==> src/hw/cie_regs.svh <==
// register offsets, status bit positions and reset values of the execute unit
`ifndef CIE_REGS_SVH
`define CIE_REGS_SVH

// register offsets on the plain register port
`define CIE_ADR_CMD 8'h00
`define CIE_ADR_MADDR 8'h01
`define CIE_ADR_IMM 8'h02
`define CIE_ADR_WORK 8'h03
`define CIE_ADR_STATUS 8'h04
`define CIE_ADR_PC 8'h05
`define CIE_ADR_STACK 8'h06
`define CIE_ADR_SP 8'h07

// status register bit positions
`define CIE_ST_ZERO 0
`define CIE_ST_CARRY 1
`define CIE_ST_PDF 2
`define CIE_ST_TO 3
`define CIE_ST_GIE 4
`define CIE_ST_BUSY 5
`define CIE_ST_HALT 6
`define CIE_ST_DROP 7

// reset values
`define CIE_RST_WORK 8'h00
`define CIE_RST_PC 13'h0000
`define CIE_RST_IMM 13'h0000
`define CIE_RST_MADDR 8'h00
`define CIE_RST_FLAG 1'b0
`define CIE_RST_CLK_EN 1'b1

// step of the program counter and of the operand arithmetic
`define CIE_PC_STEP 13'h0001
`define CIE_ONE 8'h01

`endif

==> src/hw/cie_pkg.sv <==
// types shared by the execute unit files
package cie_pkg;

    // instruction selector written to the command register
    typedef enum logic [4:0] {
        OP_NOP,
        OP_SUB1_MEM,
        OP_SUB1_WORK,
        OP_ADD1_MEM,
        OP_ADD1_WORK,
        OP_JUMP,
        OP_COPY_M2W,
        OP_COPY_X2W,
        OP_COPY_W2M,
        OP_OR_MW,
        OP_OR_XW,
        OP_OR_INTO_MEM,
        OP_SUB_EXIT,
        OP_SUB_EXIT_X,
        OP_IRQ_EXIT,
        OP_ROT_L,
        OP_ROT_L_COPY,
        OP_ROT_LC,
        OP_ROT_LC_COPY,
        OP_ROT_R,
        OP_ROT_R_COPY,
        OP_ROT_RC,
        OP_ROT_RC_COPY,
        OP_POWER_DOWN
    } cie_op_t;

    // execution sequence states
    typedef enum logic [1:0] {
        ST_IDLE,
        ST_READ,
        ST_EXEC,
        ST_DUMMY
    } cie_state_t;

endpackage

==> src/hw/cie_mem_if.sv <==
// data memory port between the execute unit and its memory
`timescale 1ns/10ps
interface cie_mem_if #(
    parameter int ADDR_W = 8
);
    logic [ADDR_W-1:0] addr;
    logic [7:0] wdata;
    logic [7:0] rdata;
    logic we;
    logic re;

    modport ctrl (output addr, output wdata, output we, output re, input rdata);
    modport mem (input addr, input wdata, input we, input re, output rdata);
endinterface

==> src/hw/cie_dmem.sv <==
// byte-wide data memory with registered read data
`timescale 1ns/10ps
module cie_dmem #(
    parameter int ADDR_W = 8,
    parameter int DEPTH = 256
)(
    input wire logic i_clk, // core clock
    input wire logic i_arst_n, // async reset, active low
    cie_mem_if.mem bus // memory port
);
    logic [7:0] store [DEPTH];

    // array write, kept free of reset
    always_ff @(posedge i_clk)
    begin
        if (bus.we)
        begin
            store[bus.addr] <= bus.wdata;
        end
    end

    // registered read data
    always_ff @(posedge i_clk or negedge i_arst_n)
    begin
        if (!i_arst_n)
        begin
            bus.rdata <= 8'h00;
        end
        else if (bus.re)
        begin
            bus.rdata <= store[bus.addr];
        end
    end
endmodule // cie_dmem

==> src/hw/cie_exec.sv <==
// execute unit for a subset of the 8-bit core instruction set
//
// The strobed register port and the register addresses were chosen for this implementation.
`timescale 1ns/10ps
`include "cie_regs.svh"

module cie_exec #(
    parameter int ADDR_W = 8,
    parameter int PC_W = 13,
    parameter int STACK_DEPTH = 8,
    parameter logic [12:0] IRQ_VECTOR = 13'h0004
)(
    input wire logic i_clk, // core clock, 40 MHz
    input wire logic i_arst_n, // async reset, active low
    input wire logic [7:0] i_reg_addr, // register address
    input wire logic [15:0] i_reg_wdata, // register write data
    input wire logic i_reg_wr, // register write strobe
    input wire logic i_reg_rd, // register read strobe
    output logic [15:0] o_reg_rdata, // read data, cycle after strobe
    input wire logic i_irq_pending, // interrupt request waiting
    input wire logic i_wake, // wake-up event from power down
    input wire logic i_wdt_timeout, // watchdog timeout event
    output logic o_irq_ack, // pulse: pending interrupt entered
    output logic o_wdt_clear, // pulse: clear watchdog and prescaler
    output logic o_sys_clk_en, // system clock enable, low in power down
    output logic [PC_W-1:0] o_pc, // program counter
    output logic o_busy // instruction in progress
);
    localparam int SP_W = $clog2(STACK_DEPTH);

    cie_mem_if #(.ADDR_W(ADDR_W)) mbus ();

    cie_pkg::cie_state_t state;
    cie_pkg::cie_op_t op;
    logic [ADDR_W-1:0] maddr;
    logic [12:0] imm;
    logic [7:0] work;
    logic flag_z, flag_c, power_down_flag, wdt_to, gie, halted, dropped;
    logic [PC_W-1:0] pc;
    logic [PC_W-1:0] stack [STACK_DEPTH];
    logic [SP_W-1:0] sp;
    logic [15:0] rd_mux;

    // zero detection shared by every instruction that updates the zero flag
    function automatic logic is_zero(input logic [7:0] v);
        return (v == 8'h00);
    endfunction

    // instructions that take the extra dummy cycle
    function automatic logic is_branch(input cie_pkg::cie_op_t o);
        return (o == cie_pkg::OP_JUMP) || (o == cie_pkg::OP_SUB_EXIT) ||
               (o == cie_pkg::OP_SUB_EXIT_X) || (o == cie_pkg::OP_IRQ_EXIT);
    endfunction

    // instructions that pop the return stack
    function automatic logic is_pop(input cie_pkg::cie_op_t o);
        return (o == cie_pkg::OP_SUB_EXIT) || (o == cie_pkg::OP_SUB_EXIT_X) ||
               (o == cie_pkg::OP_IRQ_EXIT);
    endfunction

    // register port decode
    wire sel_cmd = (i_reg_addr == `CIE_ADR_CMD);
    wire idle = (state == cie_pkg::ST_IDLE);
    wire wr_ok = i_reg_wr && idle && !halted;
    wire cmd_take = wr_ok && sel_cmd;
    wire wr_refused = i_reg_wr && !wr_ok;
    wire sw_maddr = wr_ok && (i_reg_addr == `CIE_ADR_MADDR);
    wire sw_imm = wr_ok && (i_reg_addr == `CIE_ADR_IMM);
    wire sw_work = wr_ok && (i_reg_addr == `CIE_ADR_WORK);
    wire sw_status = wr_ok && (i_reg_addr == `CIE_ADR_STATUS);
    wire sw_pc = wr_ok && (i_reg_addr == `CIE_ADR_PC);
    wire sw_push = wr_ok && (i_reg_addr == `CIE_ADR_STACK);
    wire in_exec = (state == cie_pkg::ST_EXEC);
    wire in_dummy = (state == cie_pkg::ST_DUMMY);

    // operand and candidate results
    wire [7:0] opnd = mbus.rdata;
    wire [7:0] res_sub1 = opnd - `CIE_ONE;
    wire [7:0] res_add1 = opnd + `CIE_ONE;
    wire [7:0] res_or_m = work | opnd;
    wire [7:0] res_or_x = work | imm[7:0];
    wire [7:0] res_rl = {opnd[6:0], opnd[7]};
    wire [7:0] res_rlc = {opnd[6:0], flag_c};
    wire [7:0] res_rr = {opnd[0], opnd[7:1]};
    wire [7:0] res_rrc = {flag_c, opnd[7:1]};
    wire [PC_W-1:0] pc_next_seq = pc + PC_W'(`CIE_PC_STEP);
    wire [PC_W-1:0] stack_top = stack[sp - SP_W'(1)];
    wire irq_take = in_dummy && (op == cie_pkg::OP_IRQ_EXIT) && i_irq_pending;

    // per-instruction result selection and write enables
    logic [7:0] result;
    logic to_work, to_mem, upd_z, upd_c, new_c;
    always_comb
    begin
        result = opnd;
        to_work = 1'b0;
        to_mem = 1'b0;
        upd_z = 1'b0;
        upd_c = 1'b0;
        new_c = flag_c;
        case (op)
            cie_pkg::OP_SUB1_MEM:
            begin
                result = res_sub1;
                to_mem = 1'b1;
                upd_z = 1'b1;
            end
            cie_pkg::OP_SUB1_WORK:
            begin
                result = res_sub1;
                to_work = 1'b1;
                upd_z = 1'b1;
            end
            cie_pkg::OP_ADD1_MEM:
            begin
                result = res_add1;
                to_mem = 1'b1;
                upd_z = 1'b1;
            end
            cie_pkg::OP_ADD1_WORK:
            begin
                result = res_add1;
                to_work = 1'b1;
                upd_z = 1'b1;
            end
            cie_pkg::OP_COPY_M2W:
            begin
                result = opnd;
                to_work = 1'b1;
            end
            cie_pkg::OP_COPY_X2W:
            begin
                result = imm[7:0];
                to_work = 1'b1;
            end
            cie_pkg::OP_COPY_W2M:
            begin
                result = work;
                to_mem = 1'b1;
            end
            cie_pkg::OP_OR_MW:
            begin
                result = res_or_m;
                to_work = 1'b1;
                upd_z = 1'b1;
            end
            cie_pkg::OP_OR_XW:
            begin
                result = res_or_x;
                to_work = 1'b1;
                upd_z = 1'b1;
            end
            cie_pkg::OP_OR_INTO_MEM:
            begin
                result = res_or_m;
                to_mem = 1'b1;
                upd_z = 1'b1;
            end
            cie_pkg::OP_SUB_EXIT_X:
            begin
                result = imm[7:0];
                to_work = 1'b1;
            end
            cie_pkg::OP_ROT_L:
            begin
                result = res_rl;
                to_mem = 1'b1;
            end
            cie_pkg::OP_ROT_L_COPY:
            begin
                result = res_rl;
                to_work = 1'b1;
            end
            cie_pkg::OP_ROT_LC:
            begin
                result = res_rlc;
                to_mem = 1'b1;
                upd_c = 1'b1;
                new_c = opnd[7];
            end
            cie_pkg::OP_ROT_LC_COPY:
            begin
                result = res_rlc;
                to_work = 1'b1;
                upd_c = 1'b1;
                new_c = opnd[7];
            end
            cie_pkg::OP_ROT_R:
            begin
                result = res_rr;
                to_mem = 1'b1;
            end
            cie_pkg::OP_ROT_R_COPY:
            begin
                result = res_rr;
                to_work = 1'b1;
            end
            cie_pkg::OP_ROT_RC:
            begin
                result = res_rrc;
                to_mem = 1'b1;
                upd_c = 1'b1;
                new_c = opnd[0];
            end
            cie_pkg::OP_ROT_RC_COPY:
            begin
                result = res_rrc;
                to_work = 1'b1;
                upd_c = 1'b1;
                new_c = opnd[0];
            end
            default:
            begin
                result = opnd;
            end
        endcase
    end

    // memory port: read in read state, write back in execute state
    assign mbus.addr = maddr;
    assign mbus.re = (state == cie_pkg::ST_READ);
    assign mbus.we = in_exec && to_mem;
    assign mbus.wdata = result;

    cie_dmem #(.ADDR_W(ADDR_W), .DEPTH(1 << ADDR_W)) u_dmem (
        .i_clk(i_clk),
        .i_arst_n(i_arst_n),
        .bus(mbus.mem)
    );

    // execution sequence
    always_ff @(posedge i_clk or negedge i_arst_n)
    begin
        if (!i_arst_n)
        begin
            state <= cie_pkg::ST_IDLE;
            op <= cie_pkg::OP_NOP;
        end
        else
        begin
            case (state)
                cie_pkg::ST_IDLE:
                begin
                    if (cmd_take)
                    begin
                        op <= cie_pkg::cie_op_t'(i_reg_wdata[4:0]);
                        state <= cie_pkg::ST_READ;
                    end
                end
                cie_pkg::ST_READ:
                    state <= cie_pkg::ST_EXEC;
                cie_pkg::ST_EXEC:
                    state <= is_branch(op) ? cie_pkg::ST_DUMMY : cie_pkg::ST_IDLE;
                default:
                    state <= cie_pkg::ST_IDLE;
            endcase
        end
    end

    // operand address, immediate and working register
    always_ff @(posedge i_clk or negedge i_arst_n)
    begin
        if (!i_arst_n)
        begin
            maddr <= `CIE_RST_MADDR;
            imm <= `CIE_RST_IMM;
            work <= `CIE_RST_WORK;
        end
        else
        begin
            if (sw_maddr)
                maddr <= i_reg_wdata[ADDR_W-1:0];
            if (sw_imm)
                imm <= i_reg_wdata[12:0];
            if (in_exec && to_work)
                work <= result;
            else if (sw_work)
                work <= i_reg_wdata[7:0];
        end
    end

    // zero and carry flags
    always_ff @(posedge i_clk or negedge i_arst_n)
    begin
        if (!i_arst_n)
        begin
            flag_z <= `CIE_RST_FLAG;
            flag_c <= `CIE_RST_FLAG;
        end
        else
        begin
            if (in_exec && upd_z)
                flag_z <= is_zero(result);
            else if (sw_status)
                flag_z <= i_reg_wdata[`CIE_ST_ZERO];
            if (in_exec && upd_c)
                flag_c <= new_c;
            else if (sw_status)
                flag_c <= i_reg_wdata[`CIE_ST_CARRY];
        end
    end

    // program counter and return stack
    always_ff @(posedge i_clk or negedge i_arst_n)
    begin
        if (!i_arst_n)
        begin
            pc <= `CIE_RST_PC;
            sp <= '0;
            for (int i = 0; i < STACK_DEPTH; i++)
                stack[i] <= `CIE_RST_PC;
        end
        else if (in_exec)
        begin
            if (op == cie_pkg::OP_JUMP)
                pc <= imm[PC_W-1:0];
            else if (is_pop(op))
            begin
                pc <= stack_top;
                sp <= sp - SP_W'(1);
            end
            else
                pc <= pc_next_seq;
        end
        else if (irq_take)
        begin
            stack[sp] <= pc;
            sp <= sp + SP_W'(1);
            pc <= IRQ_VECTOR[PC_W-1:0];
        end
        else if (sw_push)
        begin
            stack[sp] <= i_reg_wdata[PC_W-1:0];
            sp <= sp + SP_W'(1);
        end
        else if (sw_pc)
            pc <= i_reg_wdata[PC_W-1:0];
    end

    // power down, watchdog flags, interrupt enable, refused writes
    wire do_halt = in_exec && (op == cie_pkg::OP_POWER_DOWN);
    always_ff @(posedge i_clk or negedge i_arst_n)
    begin
        if (!i_arst_n)
        begin
            halted <= `CIE_RST_FLAG;
            o_sys_clk_en <= `CIE_RST_CLK_EN;
            o_wdt_clear <= `CIE_RST_FLAG;
            power_down_flag <= `CIE_RST_FLAG;
            wdt_to <= `CIE_RST_FLAG;
            gie <= `CIE_RST_FLAG;
            dropped <= `CIE_RST_FLAG;
            o_irq_ack <= `CIE_RST_FLAG;
        end
        else
        begin
            o_wdt_clear <= do_halt;
            if (do_halt)
            begin
                halted <= 1'b1;
                o_sys_clk_en <= 1'b0;
                power_down_flag <= 1'b1;
            end
            else if (halted && i_wake)
            begin
                halted <= 1'b0;
                o_sys_clk_en <= 1'b1;
            end
            // timeout event wins over the power-down clear
            if (i_wdt_timeout)
                wdt_to <= 1'b1;
            else if (do_halt)
                wdt_to <= 1'b0;
            if (in_exec && (op == cie_pkg::OP_IRQ_EXIT))
                gie <= 1'b1;
            else if (irq_take)
                gie <= 1'b0;
            else if (sw_status)
                gie <= i_reg_wdata[`CIE_ST_GIE];
            o_irq_ack <= irq_take;
            if (wr_refused)
                dropped <= 1'b1;
            else if (sw_status && i_reg_wdata[`CIE_ST_DROP])
                dropped <= 1'b0;
        end
    end

    // read selection
    always_comb
    begin
        rd_mux = 16'h0000;
        case (i_reg_addr)
            `CIE_ADR_MADDR: rd_mux = 16'(maddr);
            `CIE_ADR_IMM: rd_mux = 16'(imm);
            `CIE_ADR_WORK: rd_mux = 16'(work);
            `CIE_ADR_STATUS: rd_mux = {8'h00, dropped, halted, !idle, gie, wdt_to, power_down_flag,
                                       flag_c, flag_z};
            `CIE_ADR_PC: rd_mux = 16'(pc);
            `CIE_ADR_STACK: rd_mux = 16'(stack_top);
            `CIE_ADR_SP: rd_mux = 16'(sp);
            default: rd_mux = 16'h0000;
        endcase
    end

    // read data valid only in the cycle after the strobe
    always_ff @(posedge i_clk or negedge i_arst_n)
    begin
        if (!i_arst_n)
            o_reg_rdata <= 16'h0000;
        else
            o_reg_rdata <= i_reg_rd ? rd_mux : 16'h0000;
    end

    assign o_pc = pc;
    assign o_busy = !idle;
endmodule // cie_exec

==> config.mk <==
export PLATFORM = sky130hd
export DESIGN_NAME = cie_exec
export DESIGN_NICKNAME = d
export VERILOG_FILES = /design/src/hw/cie_pkg.sv /design/src/hw/cie_mem_if.sv /design/src/hw/cie_dmem.sv /design/src/hw/cie_exec.sv
export VERILOG_INCLUDE_DIRS = /design/src /design/src/hw
export SDC_FILE = /design/constraint.sdc
export NUM_CORES = 2
export LEC_CHECK = 0
export BUFFER_PORTS_ARGS = -buffer_cell sky130_fd_sc_hd__buf_2
export CAP_MARGIN = 10
export CORE_UTILIZATION = 63
export CTS_CLUSTER_DIAMETER = 40
export DETAILED_ROUTE_END_ITERATION = 10
export GPL_ROUTABILITY_DRIVEN = 0
export PLACE_DENSITY = 0.78
export SYNTH_ARGS = -nofsm -noshare
export SYNTH_HDL_FRONTEND = slang
export SYNTH_HIERARCHICAL = 1
export SYNTH_SLANG_ARGS = --single-unit
export TNS_END_PERCENT = 20
==> constraint.sdc <==
create_clock -name i_clk -period 13.6 [get_ports i_clk]
set_clock_uncertainty 0.05 [all_clocks]
set_input_delay 0.68 -clock i_clk [delete_from_list [all_inputs] [get_ports i_clk]]
set_output_delay 0.68 -clock i_clk [all_outputs]
set_load 0.02 [all_outputs]
==> results.json <==
{
  "yosysTopAreaCellShare_pct": 68.90,
  "rows": 137,
  "met1_length_um": 81160,
  "cts-root-buf": "clkbuf_16",
  "synth_area_leaders": "edfxtp_1 69%, mux4_2 14%, dfrtp_1 5.2%, nor2_1 1.4%, mux2i_1 1.3%",
  "yosysUniqueCellTypes": 83,
  "startpoint_type": "register",
  "power.share.switching_pct": 22.61,
  "die_area_sq_mm": 0.1432,
  "hold_viol": 0,
  "antenna_found_initial": 6,
  "nNetsFinal": 4706,
  "fmax_ghz": 0.1701,
  "critPathCaptureType": "register",
  "seqPwrFrac_pct": 51.4,
  "rsz0062_at_grt": "no",
  "dp_hpwl_um": 125600,
  "power.total_uw": 15330,
  "synth_top_family_by_area": "multiplexers",
  "post_cts_buffers": 0,
  "maxSlewViolCount": 0,
  "fillers": 7981,
  "crit_path_end": "u_dmem/store[7][2]",
  "crit_type": "reg -> reg",
  "crit_fanout": 31,
  "cts.path.max_buffers": 3,
  "arrival_ns": 6.31,
  "setup_viol": 0,
  "synth_edf_count": 2048,
  "clk_pin_slew_ns": 0.06,
  "cp-startpoint": "op[0]",
  "path_common_cell": "nand2_1",
  "yosys.area_share.adder_pct": 0.05607,
  "synth_area_leader_cell": "edfxtp_1",
  "irDropWorstVdd_v": 0.0001244,
  "clock_power_share_pct": 42.4,
  "yosysMostFrequentCell": "edfxtp_1",
  "drive_gt1_share_pct": 24.82,
  "via_per_inst": 7.050,
  "drtAntennaViolNets": 0,
  "top_layer": "met5",
  "overflow": 0,
  "clock_sinks": 2235,
  "grtUsageTotal_pct": 31.45,
  "fin_crit_ns": 5.877,
  "crit_slowest_cell": "dfrtp_1",
  "slew_headroom_pct": 17.85,
  "cp_slowest_stage_delay_ns": 0.95,
  "dp.cells": 6300,
  "met2_length_um": 103700,
  "ios": 64,
  "rrSetupSlack_ns": 7.72,
  "setup_tns_ns": 0,
  "synth_area_sq_mm": 0.08926,
  "num_vias": 47610,
  "status": "complete, no violations",
  "r2r_cells": 9,
  "die_x_um": 378.4,
  "max_cap_violations": 0,
  "wire_per_inst_um": 32.70,
  "grt_pass1_vias": 46790,
  "drt_pre_antenna_iters": 8,
  "share_comb_of_total_power_pct": 6.2,
  "clkLatencyLatePin_ns": 0.87,
  "syn_area_per_cell_sq_um": 19.61,
  "start_util_pct": 63.74,
  "drt-total-wl_um": 220800,
  "syn-instance-count": 4551,
  "cts_tree": "yes",
  "cts_buffers": 236,
  "wl_met3_um": 26720,
  "die_h_um": 378.4,
  "crit_chain": "nand2_1 > a21oi_1 > nand2_1 > a21oi_1 > inv_1 > nor2_1 > nand2_1 > buf_4 > nor2_1",
  "min_path_type": "in -> reg",
  "r2r-start": "op[0]",
  "htreeDepth": 4,
  "netlist_top_cells_count": "2048 x edfxtp_1, 560 x mux4_2, 332 x nor2_1",
  "power.switching_uw": 3467,
  "ys_seq_elements": 2235,
  "grt_max_degree": 177,
  "io_buffer_count": 57,
  "worst_pin_slew_ns": 1.232,
  "area_growth_pct": 11.34,
  "synthFlopType": "edfxtp_1",
  "rr_endpoint": "u_dmem/store[7][2]",
  "synth_compound_area_share_pct": 3.804,
  "seq_area_frac_synth_pct": 74.14,
  "synth-simple-area-share_pct": 3.932,
  "route.detailed.drc": 0,
  "period_share_pct": 43.22,
  "fin_cells": 6753,
  "synth.mux.area_fraction_pct": 16.05,
  "core_area_sq_mm": 0.1400,
  "intPower_uw": 11860,
  "drt-initial-drc-count": 7022,
  "ys.warnings.count": 6,
  "synth_xor_area_share_pct": 0.1962,
  "leakage_uw": 0.03142,
  "async_flop_share_pct": 8.367,
  "grt_pass1_wl_um": 321000,
  "crit_required_ns": 14.03,
  "pwr_density_cell_mw_per_mm2": 154.3
}
logic make-up after synthesis:
family	Yosys count
buffers and inverters	314
multiplexers	725
AO/OA/AOI/OAI	501
adder cells (fa/ha/maj)	4
flip-flops	2235
other	1
AND/OR/NAND/NOR	751
XOR/XNOR	20
layout make-up:
class | count | area, sq um | area share (%)
well taps | 1876 | 2347 | 2.362
multi-input cells | 2004 | 21520 | 21.65
inverters | 19 | 101.3 | 0.1020
flip-flops and latches | 2235 | 66200 | 66.61
clock inverters | 159 | 1755 | 1.766
clock buffers | 284 | 6203 | 6.242
diodes | 1 | 2.502 | 0.002518
repair buffers | 175 | 1255 | 1.263
cells in the final DEF, fill, tap and decap left out, types with 20 or more instances in the layout:
master / count
nand2b_1: 20
clkbuf_1: 39
nor2b_1: 36
clkinv_1: 39
a21oi_1: 94
clkinvlp_4: 20
a22oi_1: 74
nand2_1: 145
nor3_1: 68
mux2i_1: 113
dfrtp_1: 180
o22ai_1: 66
nor2_1: 331
clkbuf_16: 239
buf_2: 60
nand3_1: 31
mux4_2: 560
mux2_2: 52
bufinv_16: 27
o21ai_1: 23
o21ai_0: 69
edfxtp_1: 2048
clkinv_2: 31
buf_4: 103
power groups by stage:
stage | Clock (uW) | Sequential [uW] | Combinational [uW]
6_report | 6500 | 7880 | 949
3_5_place_dp | 0 | 8020 | 931
4_1_cts | 6550 | 7880 | 940
5_1_grt | 6810 | 7880 | 1000
2_1_floorplan | 0 | 8100 | 567
3_3_place_gp | 0 | 8020 | 889
how the worst min path moves through the flow:
stage,startpoint,to,depth (start not counted)
2_1_floorplan,i_arst_n,dropped,0
3_3_place_gp,stack[44],stack[44],2
3_5_place_dp,stack[44],stack[44],2
4_1_cts,i_reg_wdata[8],imm[8],2
5_1_grt,i_reg_wdata[9],imm[9],2
6_report,i_reg_wdata[8],o_pc[8],3
through the flow:
stage	cell area, sq um	setup WS [ns]	hold slack (ns)	util, %
after global routing	99380	7.704	0.02293	70.96
after detailed placement	91350	8.205	0.4170	65.23
final	99380	7.723	0.04773	70.96
after CTS	99350	8.156	0.002772	70.94
after global placement	91350	8.283	0.4050	65.23
after floorplan	89270	3.244	0.3344	-
sequential cells by signal, summed over array words and instances (netlist names):
name,cells
dropped,1
flag_c,1
flag_z,1
gie,1
halted,1
imm,13
maddr,8
o_irq_ack,1
o_pc,13
o_reg_rdata,13
o_sys_clk_en,1
o_wdt_clear,1
op,5
power_down_flag,1
sp,3
stack,104
state,2
u_dmem/bus.rdata,8
u_dmem/store,2048
wdt_to,1
work,8
layer usage:
layer  vias to the layer above  GRT usage, %
met5                         -             0
met4                         4         12.21
met3                       545         8.729
met2                      3431         47.71
met1                     24690         44.05
li1                      18940             -
critical path, delay by kind of cell (launching register included):
family	cells	cell delay [ns]
and+or+nand+nor	5	2.53
AOI/OAI and AO/OA	2	1.15
buffers and inverters	2	0.79
DFF	1	0.95
repair_timing:
action	CTS	global route
resized for setup	0	0
hold buffers	4	0
endpoints found under the hold margin	101	0
setup endpoints to repair	0	0
(Power assumes the default switching activity.)
